<file path="config.mk">
export PLATFORM = sky130hd
export DESIGN_NAME = ctfl_top
export DESIGN_NICKNAME = d
export VERILOG_FILES = /design/src/verilog/ctfl_pkg.sv /design/src/verilog/ctfl_lin11_decode.sv /design/src/verilog/ctfl_top.sv
export SDC_FILE = /design/constraint.sdc
export NUM_CORES = 1
export LEC_CHECK = 0
export BUFFER_PORTS_ARGS = -buffer_cell sky130_fd_sc_hd__buf_2
export CAP_MARGIN = 20
export CORE_MARGIN = 1.5
export CORE_UTILIZATION = 25
export DETAILED_ROUTE_END_ITERATION = 8
export REMOVE_ABC_BUFFERS = 1
export SYNTH_ARGS = -nofsm -noshare
export SYNTH_HDL_FRONTEND = slang
export SYNTH_SLANG_ARGS = --single-unit
</file>
<file path="constraint.sdc">
create_clock -name clk -period 4.65 [get_ports clk]
set_input_delay 0.465 -clock clk [delete_from_list [all_inputs] [get_ports clk]]
set_output_delay 0.465 -clock clk [all_outputs]
set_load 0.01 [all_outputs]
</file>
<file path="src/verilog/ctfl_pkg.sv">
// Constants, command codes and field layouts of the current and temperature fault limits.
// What this block does
// - Peak overcurrent limit is compared against every measured output current sample.
// - Valley undercurrent limit is compared against every measured output current sample.
// - Both current limits act only on samples taken after blanking; blanked samples ignored.
// - Overcurrent fault declared only after the configured number of consecutive exceedances.
// - Undercurrent fault declared only after the configured number of consecutive crossings.
// - Peak overcurrent faults share the averaged overcurrent status bit and response.
// - Valley undercurrent faults share the averaged undercurrent status bit and response.
// - The three limits are Linear-11 words: signed exponent high, signed mantissa low.
// - Overcurrent limit default is loaded from the configuration pin strap at startup.
// - Undercurrent limit starts as the negated strapped overcurrent limit.
// - Over-temperature fault when temperature exceeds the limit; limit resets to EBE8h.
// - Over-temperature response resets to BFh: continuous retries, 280 ms spacing.
// - Restart spacing for over-temperature is counted in 35 ms units.
// - The four limit commands are paged, readable, writable and obey write protection; clear-faults is none of these.
// - Mode 11 holds output off until temperature falls below warning; 10 disables and retries if retries are 111, else latches off.
// - Restart delay is (low three bits plus one) times 35 ms, 35 to 280 ms; retries 000 none, 111 continuous.
// - A fault pulls the alert line low and sets a status bit until clear-faults.
package ctfl_pkg;

   // ======================================================================
   // Command codes.
   localparam logic [7:0]  CMD_PEAK_OC_LIMIT   = 8'h46;
   localparam logic [7:0]  CMD_VALLEY_UC_LIMIT = 8'h4B;
   localparam logic [7:0]  CMD_OVERTEMP_FAULT_LIMIT  = 8'h4F;
   localparam logic [7:0]  CMD_OT_FAULT_RESP   = 8'h50;
   localparam logic [7:0]  CMD_CLEAR_FAULTS    = 8'h03;

   // ======================================================================
   // Reset values.
   localparam logic [15:0] OT_LIMIT_RST        = 16'hEBE8;
   localparam logic [7:0]  OT_RESP_RST         = 8'hBF;

   // ======================================================================
   // Linear-11 layout and internal fixed-point scale.
   localparam int          L11_EXP_HI          = 15;
   localparam int          L11_EXP_LO          = 11;
   localparam int          L11_MANT_HI         = 10;
   localparam int          L11_MANT_LO         = 0;
   localparam int          FIX_W               = 32;
   localparam int          FIX_FRAC            = 4;
   localparam logic [10:0] MANT_MOST_NEG       = 11'h400;
   localparam logic [10:0] MANT_MOST_POS       = 11'h3FF;

   // ======================================================================
   // Response byte layout.
   localparam int          RESP_MODE_HI        = 7;
   localparam int          RESP_MODE_LO        = 6;
   localparam int          RESP_RETRY_HI       = 5;
   localparam int          RESP_RETRY_LO       = 3;
   localparam int          RESP_DELAY_HI       = 2;
   localparam int          RESP_DELAY_LO       = 0;
   localparam logic [1:0]  MODE_DISABLE_RETRY  = 2'h2;
   localparam logic [1:0]  MODE_HOLD_WHILE_HOT = 2'h3;
   localparam logic [2:0]  RETRY_CONTINUOUS    = 3'h7;

   // ======================================================================
   // Timing.
   localparam int          CLK_MHZ             = 250;
   localparam int          RETRY_UNIT_MS       = 35;
   localparam int          RETRY_UNIT_CYCLES   = RETRY_UNIT_MS * 1000 * CLK_MHZ;

   // ======================================================================
   // Over-temperature response states, Gray along run, retry, hold, latch.
   typedef enum logic [1:0] {
      CTFL_RUN   = 2'b00,
      CTFL_RETRY = 2'b01,
      CTFL_HOLD  = 2'b11,
      CTFL_LATCH = 2'b10
   } ctfl_ot_state_t;

endpackage

</file>
<file path="src/verilog/ctfl_lin11_decode.sv">
// Linear-11 word to signed fixed-point decoder.
`timescale 1ns/1ns
module ctfl_lin11_decode (
   input  wire logic [15:0]               lin_word,   // Linear-11 encoded value
   output logic signed [ctfl_pkg::FIX_W-1:0] fix_value // Value in measurement scale
);

   logic signed [4:0]                  exp_n;
   logic signed [10:0]                 mant_y;
   logic signed [6:0]                  shift_amt;
   logic signed [ctfl_pkg::FIX_W-1:0]  mant_ext;

   // Scale Y by 2^(N+FRAC) so the result shares the measurement scale.
   always_comb begin
      exp_n     = lin_word[ctfl_pkg::L11_EXP_HI:ctfl_pkg::L11_EXP_LO];
      mant_y    = lin_word[ctfl_pkg::L11_MANT_HI:ctfl_pkg::L11_MANT_LO];
      mant_ext  = {{(ctfl_pkg::FIX_W-11){mant_y[10]}}, mant_y};
      shift_amt = 7'(exp_n) + 7'(ctfl_pkg::FIX_FRAC);
      if (shift_amt >= 0) begin
         fix_value = mant_ext <<< shift_amt[4:0];
      end else begin
         fix_value = mant_ext >>> 5'(-shift_amt);
      end
   end

endmodule // ctfl_lin11_decode

</file>
<file path="src/verilog/ctfl_top.sv">
// Paged current and temperature fault limits with the over-temperature response.
`timescale 1ns/1ns
module ctfl_top #(
   parameter int PAGES             = 2,                               // Number of pages
   parameter int PAGE_W            = 1,                               // Page index width
   parameter int RETRY_UNIT_CYCLES = ctfl_pkg::RETRY_UNIT_CYCLES      // Cycles per 35 ms
) (
   input  wire logic                         clk,            // 250 MHz clock
   input  wire logic                         rst_n,          // Synchronous reset, low
   input  wire logic [15:0]                  cfg_strap_limit,// Strapped overcurrent limit
   input  wire logic                         cmd_valid,      // Command request
   input  wire logic                         cmd_write,      // 1 write, 0 read
   input  wire logic [7:0]                   cmd_code,       // Command code
   input  wire logic [PAGE_W-1:0]            cmd_page,       // Selected page
   input  wire logic [15:0]                  cmd_wdata,      // Write data
   input  wire logic                         write_protect,  // Blocks limit writes
   output logic                              cmd_ack,        // Command accepted
   output logic                              cmd_nack,       // Command refused
   output logic [15:0]                       cmd_rdata,      // Read data
   input  wire logic                         isamp_valid,    // Current sample strobe
   input  wire logic                         isamp_blanked,  // Sample fell in blanking
   input  wire logic [PAGE_W-1:0]            isamp_page,     // Page of current sample
   input  wire logic signed [ctfl_pkg::FIX_W-1:0] isamp_value, // Current, measurement scale
   input  wire logic [3:0]                   consec_samples, // Consecutive count setting
   input  wire logic [PAGES-1:0]             avg_oc_fault,   // Averaged overcurrent fault
   input  wire logic [PAGES-1:0]             avg_uc_fault,   // Averaged undercurrent fault
   input  wire logic                         tsamp_valid,    // Temperature sample strobe
   input  wire logic [PAGE_W-1:0]            tsamp_page,     // Page of temperature sample
   input  wire logic signed [ctfl_pkg::FIX_W-1:0] tsamp_value, // Temperature, measurement scale
   input  wire logic [PAGES-1:0]             below_warn,     // Temperature under warning
   output logic [PAGES-1:0]                  oc_fault,       // Overcurrent status bit
   output logic [PAGES-1:0]                  uc_fault,       // Undercurrent status bit
   output logic [PAGES-1:0]                  ot_fault,       // Over-temperature status bit
   output logic [PAGES-1:0]                  oc_event,       // Overcurrent fault pulse
   output logic [PAGES-1:0]                  uc_event,       // Undercurrent fault pulse
   output logic [PAGES-1:0]                  output_enable,  // Output allowed on
   output logic                              alert_line_n    // Alert, low on fault
);

   // ======================================================================
   // Register storage and strap capture.
   logic [15:0]      peak_oc_limit_reg [PAGES];
   logic [15:0]      valley_uc_limit_reg [PAGES];
   logic [15:0]      ot_limit_reg [PAGES];
   logic [7:0]       ot_resp_reg [PAGES];
   logic             strap_done_reg;
   logic [15:0]      strap_neg;
   logic             wr_hit;
   logic             clear_req;

   // Negate a Linear-11 word by negating the mantissa; keep it in range.
   function automatic logic [15:0] ctfl_l11_negate(input logic [15:0] w);
      logic [10:0] m;
      m = w[ctfl_pkg::L11_MANT_HI:ctfl_pkg::L11_MANT_LO];
      if (m == ctfl_pkg::MANT_MOST_NEG) begin
         return {w[ctfl_pkg::L11_EXP_HI:ctfl_pkg::L11_EXP_LO], ctfl_pkg::MANT_MOST_POS};
      end
      return {w[ctfl_pkg::L11_EXP_HI:ctfl_pkg::L11_EXP_LO], 11'(-m)};
   endfunction

   // True for the four limit commands of this block.
   function automatic logic ctfl_is_limit_cmd(input logic [7:0] c);
      return (c == ctfl_pkg::CMD_PEAK_OC_LIMIT) || (c == ctfl_pkg::CMD_VALLEY_UC_LIMIT) ||
             (c == ctfl_pkg::CMD_OVERTEMP_FAULT_LIMIT) || (c == ctfl_pkg::CMD_OT_FAULT_RESP);
   endfunction

   // Retry wait in 35 ms units: one more than the delay field of the response byte.
   function automatic logic [3:0] ctfl_retry_units(input logic [7:0] resp);
      return 4'(resp[ctfl_pkg::RESP_DELAY_HI:ctfl_pkg::RESP_DELAY_LO]) + 4'h1;
   endfunction

   assign strap_neg = ctfl_l11_negate(cfg_strap_limit);
   assign wr_hit    = cmd_valid && cmd_write && !write_protect &&
                      ctfl_is_limit_cmd(cmd_code) && (int'(cmd_page) < PAGES);
   assign clear_req = cmd_valid && cmd_write && (cmd_code == ctfl_pkg::CMD_CLEAR_FAULTS);

   // ======================================================================
   // The strap is sampled on the first edge after reset is released.
   always_ff @(posedge clk) begin
      if (!rst_n) begin
         strap_done_reg <= 1'b0;
      end else begin
         strap_done_reg <= 1'b1;
      end
   end

   // ======================================================================
   // Paged writes, blocked by write protection.
   always_ff @(posedge clk) begin
      for (int p = 0; p < PAGES; p++) begin
         if (!rst_n) begin
            peak_oc_limit_reg[p]   <= 16'h0000;
            valley_uc_limit_reg[p] <= 16'h0000;
            ot_limit_reg[p]        <= ctfl_pkg::OT_LIMIT_RST;
            ot_resp_reg[p]         <= ctfl_pkg::OT_RESP_RST;
         end else if (!strap_done_reg) begin
            peak_oc_limit_reg[p]   <= cfg_strap_limit;
            valley_uc_limit_reg[p] <= strap_neg;
         end else if (wr_hit && (int'(cmd_page) == p)) begin
            if (cmd_code == ctfl_pkg::CMD_PEAK_OC_LIMIT) begin
               peak_oc_limit_reg[p] <= cmd_wdata;
            end else if (cmd_code == ctfl_pkg::CMD_VALLEY_UC_LIMIT) begin
               valley_uc_limit_reg[p] <= cmd_wdata;
            end else if (cmd_code == ctfl_pkg::CMD_OVERTEMP_FAULT_LIMIT) begin
               ot_limit_reg[p] <= cmd_wdata;
            end else begin
               ot_resp_reg[p] <= cmd_wdata[7:0];
            end
         end
      end
   end

   // ======================================================================
   // Command answers: one cycle after the request.
   always_ff @(posedge clk) begin
      if (!rst_n) begin
         cmd_ack   <= 1'b0;
         cmd_nack  <= 1'b0;
         cmd_rdata <= 16'h0000;
      end else begin
         cmd_ack   <= 1'b0;
         cmd_nack  <= 1'b0;
         if (cmd_valid) begin
            if (clear_req || wr_hit) begin
               cmd_ack <= 1'b1;
            end else if (!cmd_write && ctfl_is_limit_cmd(cmd_code) &&
                         (int'(cmd_page) < PAGES)) begin
               cmd_ack <= 1'b1;
               if (cmd_code == ctfl_pkg::CMD_PEAK_OC_LIMIT) begin
                  cmd_rdata <= peak_oc_limit_reg[cmd_page];
               end else if (cmd_code == ctfl_pkg::CMD_VALLEY_UC_LIMIT) begin
                  cmd_rdata <= valley_uc_limit_reg[cmd_page];
               end else if (cmd_code == ctfl_pkg::CMD_OVERTEMP_FAULT_LIMIT) begin
                  cmd_rdata <= ot_limit_reg[cmd_page];
               end else begin
                  cmd_rdata <= {8'h00, ot_resp_reg[cmd_page]};
               end
            end else begin
               cmd_nack <= 1'b1;
            end
         end
      end
   end

   // ======================================================================
   // Per-page fault detection and over-temperature response.
   logic [3:0]  consec_need;
   assign consec_need = (consec_samples == 4'h0) ? 4'h1 : consec_samples;

   genvar g;
   generate
      for (g = 0; g < PAGES; g++) begin : g_page
         logic signed [ctfl_pkg::FIX_W-1:0] oc_fix;
         logic signed [ctfl_pkg::FIX_W-1:0] uc_fix;
         logic signed [ctfl_pkg::FIX_W-1:0] ot_fix;
         logic [3:0]                        oc_cnt_reg;
         logic [3:0]                        uc_cnt_reg;
         logic                              isamp_here;
         logic                              tsamp_here;
         logic                              oc_cross;
         logic                              uc_cross;
         logic                              oc_trip;
         logic                              uc_trip;
         logic                              ot_trip;
         logic                              ot_now_reg;
         ctfl_pkg::ctfl_ot_state_t          state_reg;
         logic [31:0]                       unit_cnt_reg;
         logic [3:0]                        units_left_reg;
         logic                              unit_tick;
         logic [1:0]                        mode;
         logic [2:0]                        retry;

         ctfl_lin11_decode u_dec_oc (.lin_word(peak_oc_limit_reg[g]),   .fix_value(oc_fix));
         ctfl_lin11_decode u_dec_uc (.lin_word(valley_uc_limit_reg[g]), .fix_value(uc_fix));
         ctfl_lin11_decode u_dec_ot (.lin_word(ot_limit_reg[g]),        .fix_value(ot_fix));

         assign isamp_here = isamp_valid && !isamp_blanked && (int'(isamp_page) == g);
         assign oc_cross   = isamp_value > oc_fix;
         assign uc_cross   = isamp_value < uc_fix;
         assign oc_trip    = isamp_here && oc_cross &&
                             ((oc_cnt_reg + 4'h1) >= consec_need);
         assign uc_trip    = isamp_here && uc_cross &&
                             ((uc_cnt_reg + 4'h1) >= consec_need);
         assign tsamp_here = tsamp_valid && (int'(tsamp_page) == g);
         assign ot_trip    = tsamp_here && (tsamp_value > ot_fix);
         assign mode       = ot_resp_reg[g][ctfl_pkg::RESP_MODE_HI:ctfl_pkg::RESP_MODE_LO];
         assign retry      = ot_resp_reg[g][ctfl_pkg::RESP_RETRY_HI:ctfl_pkg::RESP_RETRY_LO];
         assign unit_tick  = (unit_cnt_reg == 32'(RETRY_UNIT_CYCLES - 1));

         // ==============================================================
         // Consecutive exceedance counters, cleared by a non-crossing sample.
         always_ff @(posedge clk) begin
            if (!rst_n) begin
               oc_cnt_reg <= 4'h0;
               uc_cnt_reg <= 4'h0;
            end else if (isamp_here) begin
               oc_cnt_reg <= !oc_cross ? 4'h0 :
                             (oc_cnt_reg == 4'hF ? oc_cnt_reg : oc_cnt_reg + 4'h1);
               uc_cnt_reg <= !uc_cross ? 4'h0 :
                             (uc_cnt_reg == 4'hF ? uc_cnt_reg : uc_cnt_reg + 4'h1);
            end
         end

         // ==============================================================
         // Sticky status; a new fault wins over clear-faults.
         always_ff @(posedge clk) begin
            if (!rst_n) begin
               oc_fault[g] <= 1'b0;
               uc_fault[g] <= 1'b0;
               ot_fault[g] <= 1'b0;
               oc_event[g] <= 1'b0;
               uc_event[g] <= 1'b0;
            end else begin
               oc_fault[g] <= (oc_trip || avg_oc_fault[g]) || (oc_fault[g] && !clear_req);
               uc_fault[g] <= (uc_trip || avg_uc_fault[g]) || (uc_fault[g] && !clear_req);
               ot_fault[g] <= ot_trip || (ot_fault[g] && !clear_req);
               oc_event[g] <= oc_trip || avg_oc_fault[g];
               uc_event[g] <= uc_trip || avg_uc_fault[g];
            end
         end

         // ==============================================================
         // Latest over-temperature comparison of this page.
         always_ff @(posedge clk) begin
            if (!rst_n) begin
               ot_now_reg <= 1'b0;
            end else if (tsamp_here) begin
               ot_now_reg <= tsamp_value > ot_fix;
            end
         end

         // ==============================================================
         // 35 ms divider, restarted on entry to the retry wait.
         always_ff @(posedge clk) begin
            if (!rst_n || state_reg != ctfl_pkg::CTFL_RETRY || unit_tick) begin
               unit_cnt_reg <= 32'h0000_0000;
            end else begin
               unit_cnt_reg <= unit_cnt_reg + 32'h0000_0001;
            end
         end

         // ==============================================================
         // Over-temperature response state machine.
         always_ff @(posedge clk) begin
            if (!rst_n) begin
               state_reg         <= ctfl_pkg::CTFL_RUN;
               units_left_reg    <= 4'h0;
               output_enable[g]  <= 1'b1;
            end else begin
               case (state_reg)
                  ctfl_pkg::CTFL_RUN: begin
                     if (ot_trip && mode == ctfl_pkg::MODE_HOLD_WHILE_HOT) begin
                        state_reg        <= ctfl_pkg::CTFL_HOLD;
                        output_enable[g] <= 1'b0;
                     end else if (ot_trip && mode == ctfl_pkg::MODE_DISABLE_RETRY &&
                                  retry == ctfl_pkg::RETRY_CONTINUOUS) begin
                        state_reg        <= ctfl_pkg::CTFL_RETRY;
                        units_left_reg   <= ctfl_retry_units(ot_resp_reg[g]);
                        output_enable[g] <= 1'b0;
                     end else if (ot_trip && mode == ctfl_pkg::MODE_DISABLE_RETRY) begin
                        state_reg        <= ctfl_pkg::CTFL_LATCH;
                        output_enable[g] <= 1'b0;
                     end
                  end
                  ctfl_pkg::CTFL_RETRY: begin
                     if (unit_tick && units_left_reg == 4'h1) begin
                        if (below_warn[g] && !ot_now_reg) begin
                           state_reg        <= ctfl_pkg::CTFL_RUN;
                           output_enable[g] <= 1'b1;
                        end else begin
                           units_left_reg <= ctfl_retry_units(ot_resp_reg[g]);
                        end
                     end else if (unit_tick) begin
                        units_left_reg <= units_left_reg - 4'h1;
                     end
                  end
                  ctfl_pkg::CTFL_HOLD: begin
                     if (below_warn[g]) begin
                        state_reg        <= ctfl_pkg::CTFL_RUN;
                        output_enable[g] <= 1'b1;
                     end
                  end
                  default: begin
                     if (clear_req) begin
                        state_reg        <= ctfl_pkg::CTFL_RUN;
                        output_enable[g] <= 1'b1;
                     end
                  end
               endcase
            end
         end
      end
   endgenerate

   // ======================================================================
   // Alert line, low while any fault bit stands.
   always_ff @(posedge clk) begin
      if (!rst_n) begin
         alert_line_n <= 1'b1;
      end else begin
         alert_line_n <= !(|{oc_fault, uc_fault, ot_fault});
      end
   end

endmodule // ctfl_top

</file>
==> metrics.txt <==
post-synthesis cell area 24000 um^2; Hold Violations, Final 0; die height 313 um; row count 113; wire per inst 19.9 um; CTS sink cnt 238; synth top area cells edfxtp_1 (14%), ha_1 (12%), dfxtp_1 (10%), a21oi_1 (7.3%), mux2i_1 (6.4%); mean post-synth cell area 7.90 um^2; ANT nets after route 0; Post-Synthesis Cells 3042; Hold WS 140 ps; top cell type by total area after synthesis edfxtp_1; Final Total Pwr 6.82 mW; Setup TNS Final 0 ps; H-tree Lvls 1; Final Skew 9.68 ps; TritonCTS clock tree done; first-pass GRT wire length 133000 um; port bufs 155; Slew headroom 20.9%; largest net degree at the start of global routing 54; Die W 313 um; post-route cell area 27800 um^2; Pre-Repair DR Iteration Count 5; core area 95200 um^2; final worst slack 200 ps; Max-cap violations 0; max FFs per register 64; flop and latch count out of synthesis 238; Final Max Slew Viols 0; VDD IR-drop max 0.280 mV; Global Route Usage Sum 17.4%; initial antenna violation count 26; Cell variety after synth 87; grt total ovfl 0; sequential area share after synthesis 24.5%; Crit. End Element register; Post-DP Area 26800 um^2; share of post-route cells with drive strength above 1 14.3%; vias 24000; leakage power 10.7 nW; GPL Wtd Cong 0.940; Skew-Pair Late Insertion Delay 560 ps; P&R area growth vs syn 15.8%; Yosys warning count 0; DR iter-0 viols 2234; type of the most critical hold path in2reg; vias in the first global route 22100; Crit Path Max Fanout 9; Root Driver clkbuf_16; Pwr per Cell Area 245 nW/um^2; Clock transition at path regs 70 ps; final period utilization 95.7%; Filler cells 10200; element type at the critical path start register; worst path arrival time 4940 ps; Max Buffers Root-to-Sink 3; HPWL after DPL 69900 um; status complete, no violations; worst endpoint required time 5140 ps; Setup Crit Path Kind reg2reg; post-synth top area share 14.0%; final setup fails 0; die area 98000 um^2; drt total wl 89000 um; total clock buffers created by CTS 25; Post-route DRC 0; vias per inst 5.35; Synth async-reset ratio 0%; Post-synth EDFFs 112; Synth Flop Type dfxtp_1; Initial Util 25.2%; nets 3553; Max Freq 225 MHz; Worst-Margin Slew 1180 ps; Post-Place Setup Slack -48.5 ps; min Tclk post-route 4450 ps; Ports 156
-- critical path, stage by stage, from the launching register on --
cell	delay, ps
edfxtp_1	380
buf_4	180
buf_4	140
mux2i_1	210
nor2_1	60
a31oi_1	370
nor2_1	70
a21oi_1	300
mux2i_1	180
o21ai_0	210
ha_1	170
and4_1	220
nand3_1	100
nor3_1	410
o311a_1	270
nor4_2	50
xnor2_1	140
buf_4	170
nor4_1	540
a211oi_1	100
nor2_1	100
-- placed cells by master (no fill, tap or decap), types with 9 or more instances in the layout --
cell type | Yosys | layout
nand3_1 | 106 | 106
or2_2 | 15 | 15
ha_1 | 233 | 229
or3_1 | 42 | 42
o211ai_1 | 14 | 14
o21ai_0 | 162 | 154
nand2b_1 | 22 | 22
nor2b_1 | 36 | 36
xor2_1 | 49 | 46
nor3_1 | 56 | 55
clkinv_1 | 7 | 13
nand2_1 | 304 | 304
buf_2 | 8 | 154
nor2_1 | 354 | 351
and2_1 | 27 | 27
o21a_1 | 20 | 20
a211oi_1 | 65 | 65
nor4_1 | 14 | 12
a21oi_1 | 352 | 348
and4_1 | 9 | 9
mux4_2 | 40 | 40
nand4_1 | 40 | 40
a21o_1 | 39 | 39
o22ai_1 | 51 | 51
mux2_2 | 31 | 31
or2_1 | 9 | 9
inv_1 | 73 | 72
clkbuf_16 | 0 | 25
a22o_1 | 45 | 45
mux2i_1 | 153 | 152
buf_4 | 0 | 141
edfxtp_1 | 112 | 112
xnor2_1 | 54 | 52
o21ai_1 | 16 | 24
a31oi_1 | 40 | 40
a22oi_1 | 12 | 12
and3_1 | 25 | 25
dfxtp_1 | 126 | 126
-- report_power, final --
group / internal (mW) / total (mW) / switching [mW]
clock: 1.16 / 2.06 / 0.900
sequential: 2.26 / 2.37 / 0.103
combinational: 0.954 / 2.39 / 1.44
total: 4.38 / 6.82 / 2.44
-- Yosys cell counts, drive strengths merged (29+ instances only) --
| cell | count |
|---|---|
| nor2 | 354 |
| a21oi | 352 |
| nand2 | 304 |
| ha | 233 |
| o21ai | 178 |
| mux2i | 153 |
| clkbuf | 140 |
| dfxtp | 126 |
| edfxtp | 112 |
| nand3 | 106 |
| inv | 74 |
| a211oi | 65 |
| nor3 | 57 |
| xnor2 | 54 |
| o22ai | 51 |
| xor2 | 49 |
| a22o | 45 |
| or3 | 42 |
| a31oi | 40 |
| mux4 | 40 |
| nand4 | 40 |
| a21o | 39 |
| nor2b | 36 |
| buf | 34 |
| mux2 | 31 |
| and2 | 29 |
-- layout make-up --
type                            instances  area, um^2  area share [%]
Tap cell                             1265        1580            5.69
Clock buffer                           30         644            2.32
Timing Repair Buffer                  300        1940            6.96
Multi-Input combinational cell       2549       17300            62.1
Inverter                               81         304            1.09
Sequential cell                       238        5890            21.2
Antenna cell                            7        17.5          0.0630
Clock inverter                         15         164           0.589
-- layer usage --
| metal | global-route usage, % | up-vias | share of wire, % |
|---|---|---|---|
| met5 | 0 | - | 0.23 |
| met4 | 3.45 | 34 | 2.1 |
| met3 | 4.18 | 134 | 9.1 |
| met2 | 27.1 | 883 | 43 |
| met1 | 24.3 | 11300 | 45 |
| li1 | - | 11600 | - |
-- cells by family (layout without fill, tap and decap cells) --
logic type,after synthesis,count (layout),share of synthesized area [%]
AND/OR/NAND/NOR,1089,1089,21.1
flip-flops,238,238,24.5
AO/OA/AOI/OAI,900,900,22.9
multiplexers,224,224,11.6
adder cells (fa/ha/maj),233,233,12.1
buffers and inverters,255,426,4.06
XOR/XNOR,103,103,3.75
other,0,7,0
-- what timing repair did --
item                       4_1_cts  5_1_grt
resized for setup                2       26
cloned                           0        0
setup endpoints to repair        2       29
setup buffers                    0        7
hold buffers                     0        0
pin swaps                        0        2
-- metrics by stage --
stage	utilization (%)	std cells
6_report	29.2	4485
5_1_grt	29.2	4479
4_1_cts	29.0	4468
3_5_place_dp	28.1	4423
3_3_place_gp	28.1	4423
2_1_floorplan	-	2868
-- path summary, 6_finish.rpt --
kind / from / cells past startpoint / slack, ps / to
setup / recovery: peak_oc_limit_reg[0][11]$_DFFE_PP_ / 20 / 200 / oc_fault[0]$_SDFF_PN0_
hold / removal: avg_uc_fault[1] / 3 / 140 / uc_event[1]$_SDFF_PN0_
setup reg to reg: peak_oc_limit_reg[0][11]$_DFFE_PP_ / 20 / 200 / oc_fault[0]$_SDFF_PN0_
hold reg to reg: g_page[0].unit_cnt_reg[0]$_SDFF_PP0_ / 1 / 450 / g_page[0].unit_cnt_reg[0]$_SDFF_PP0_
Note: power is estimated with default switching activity, not from simulation.
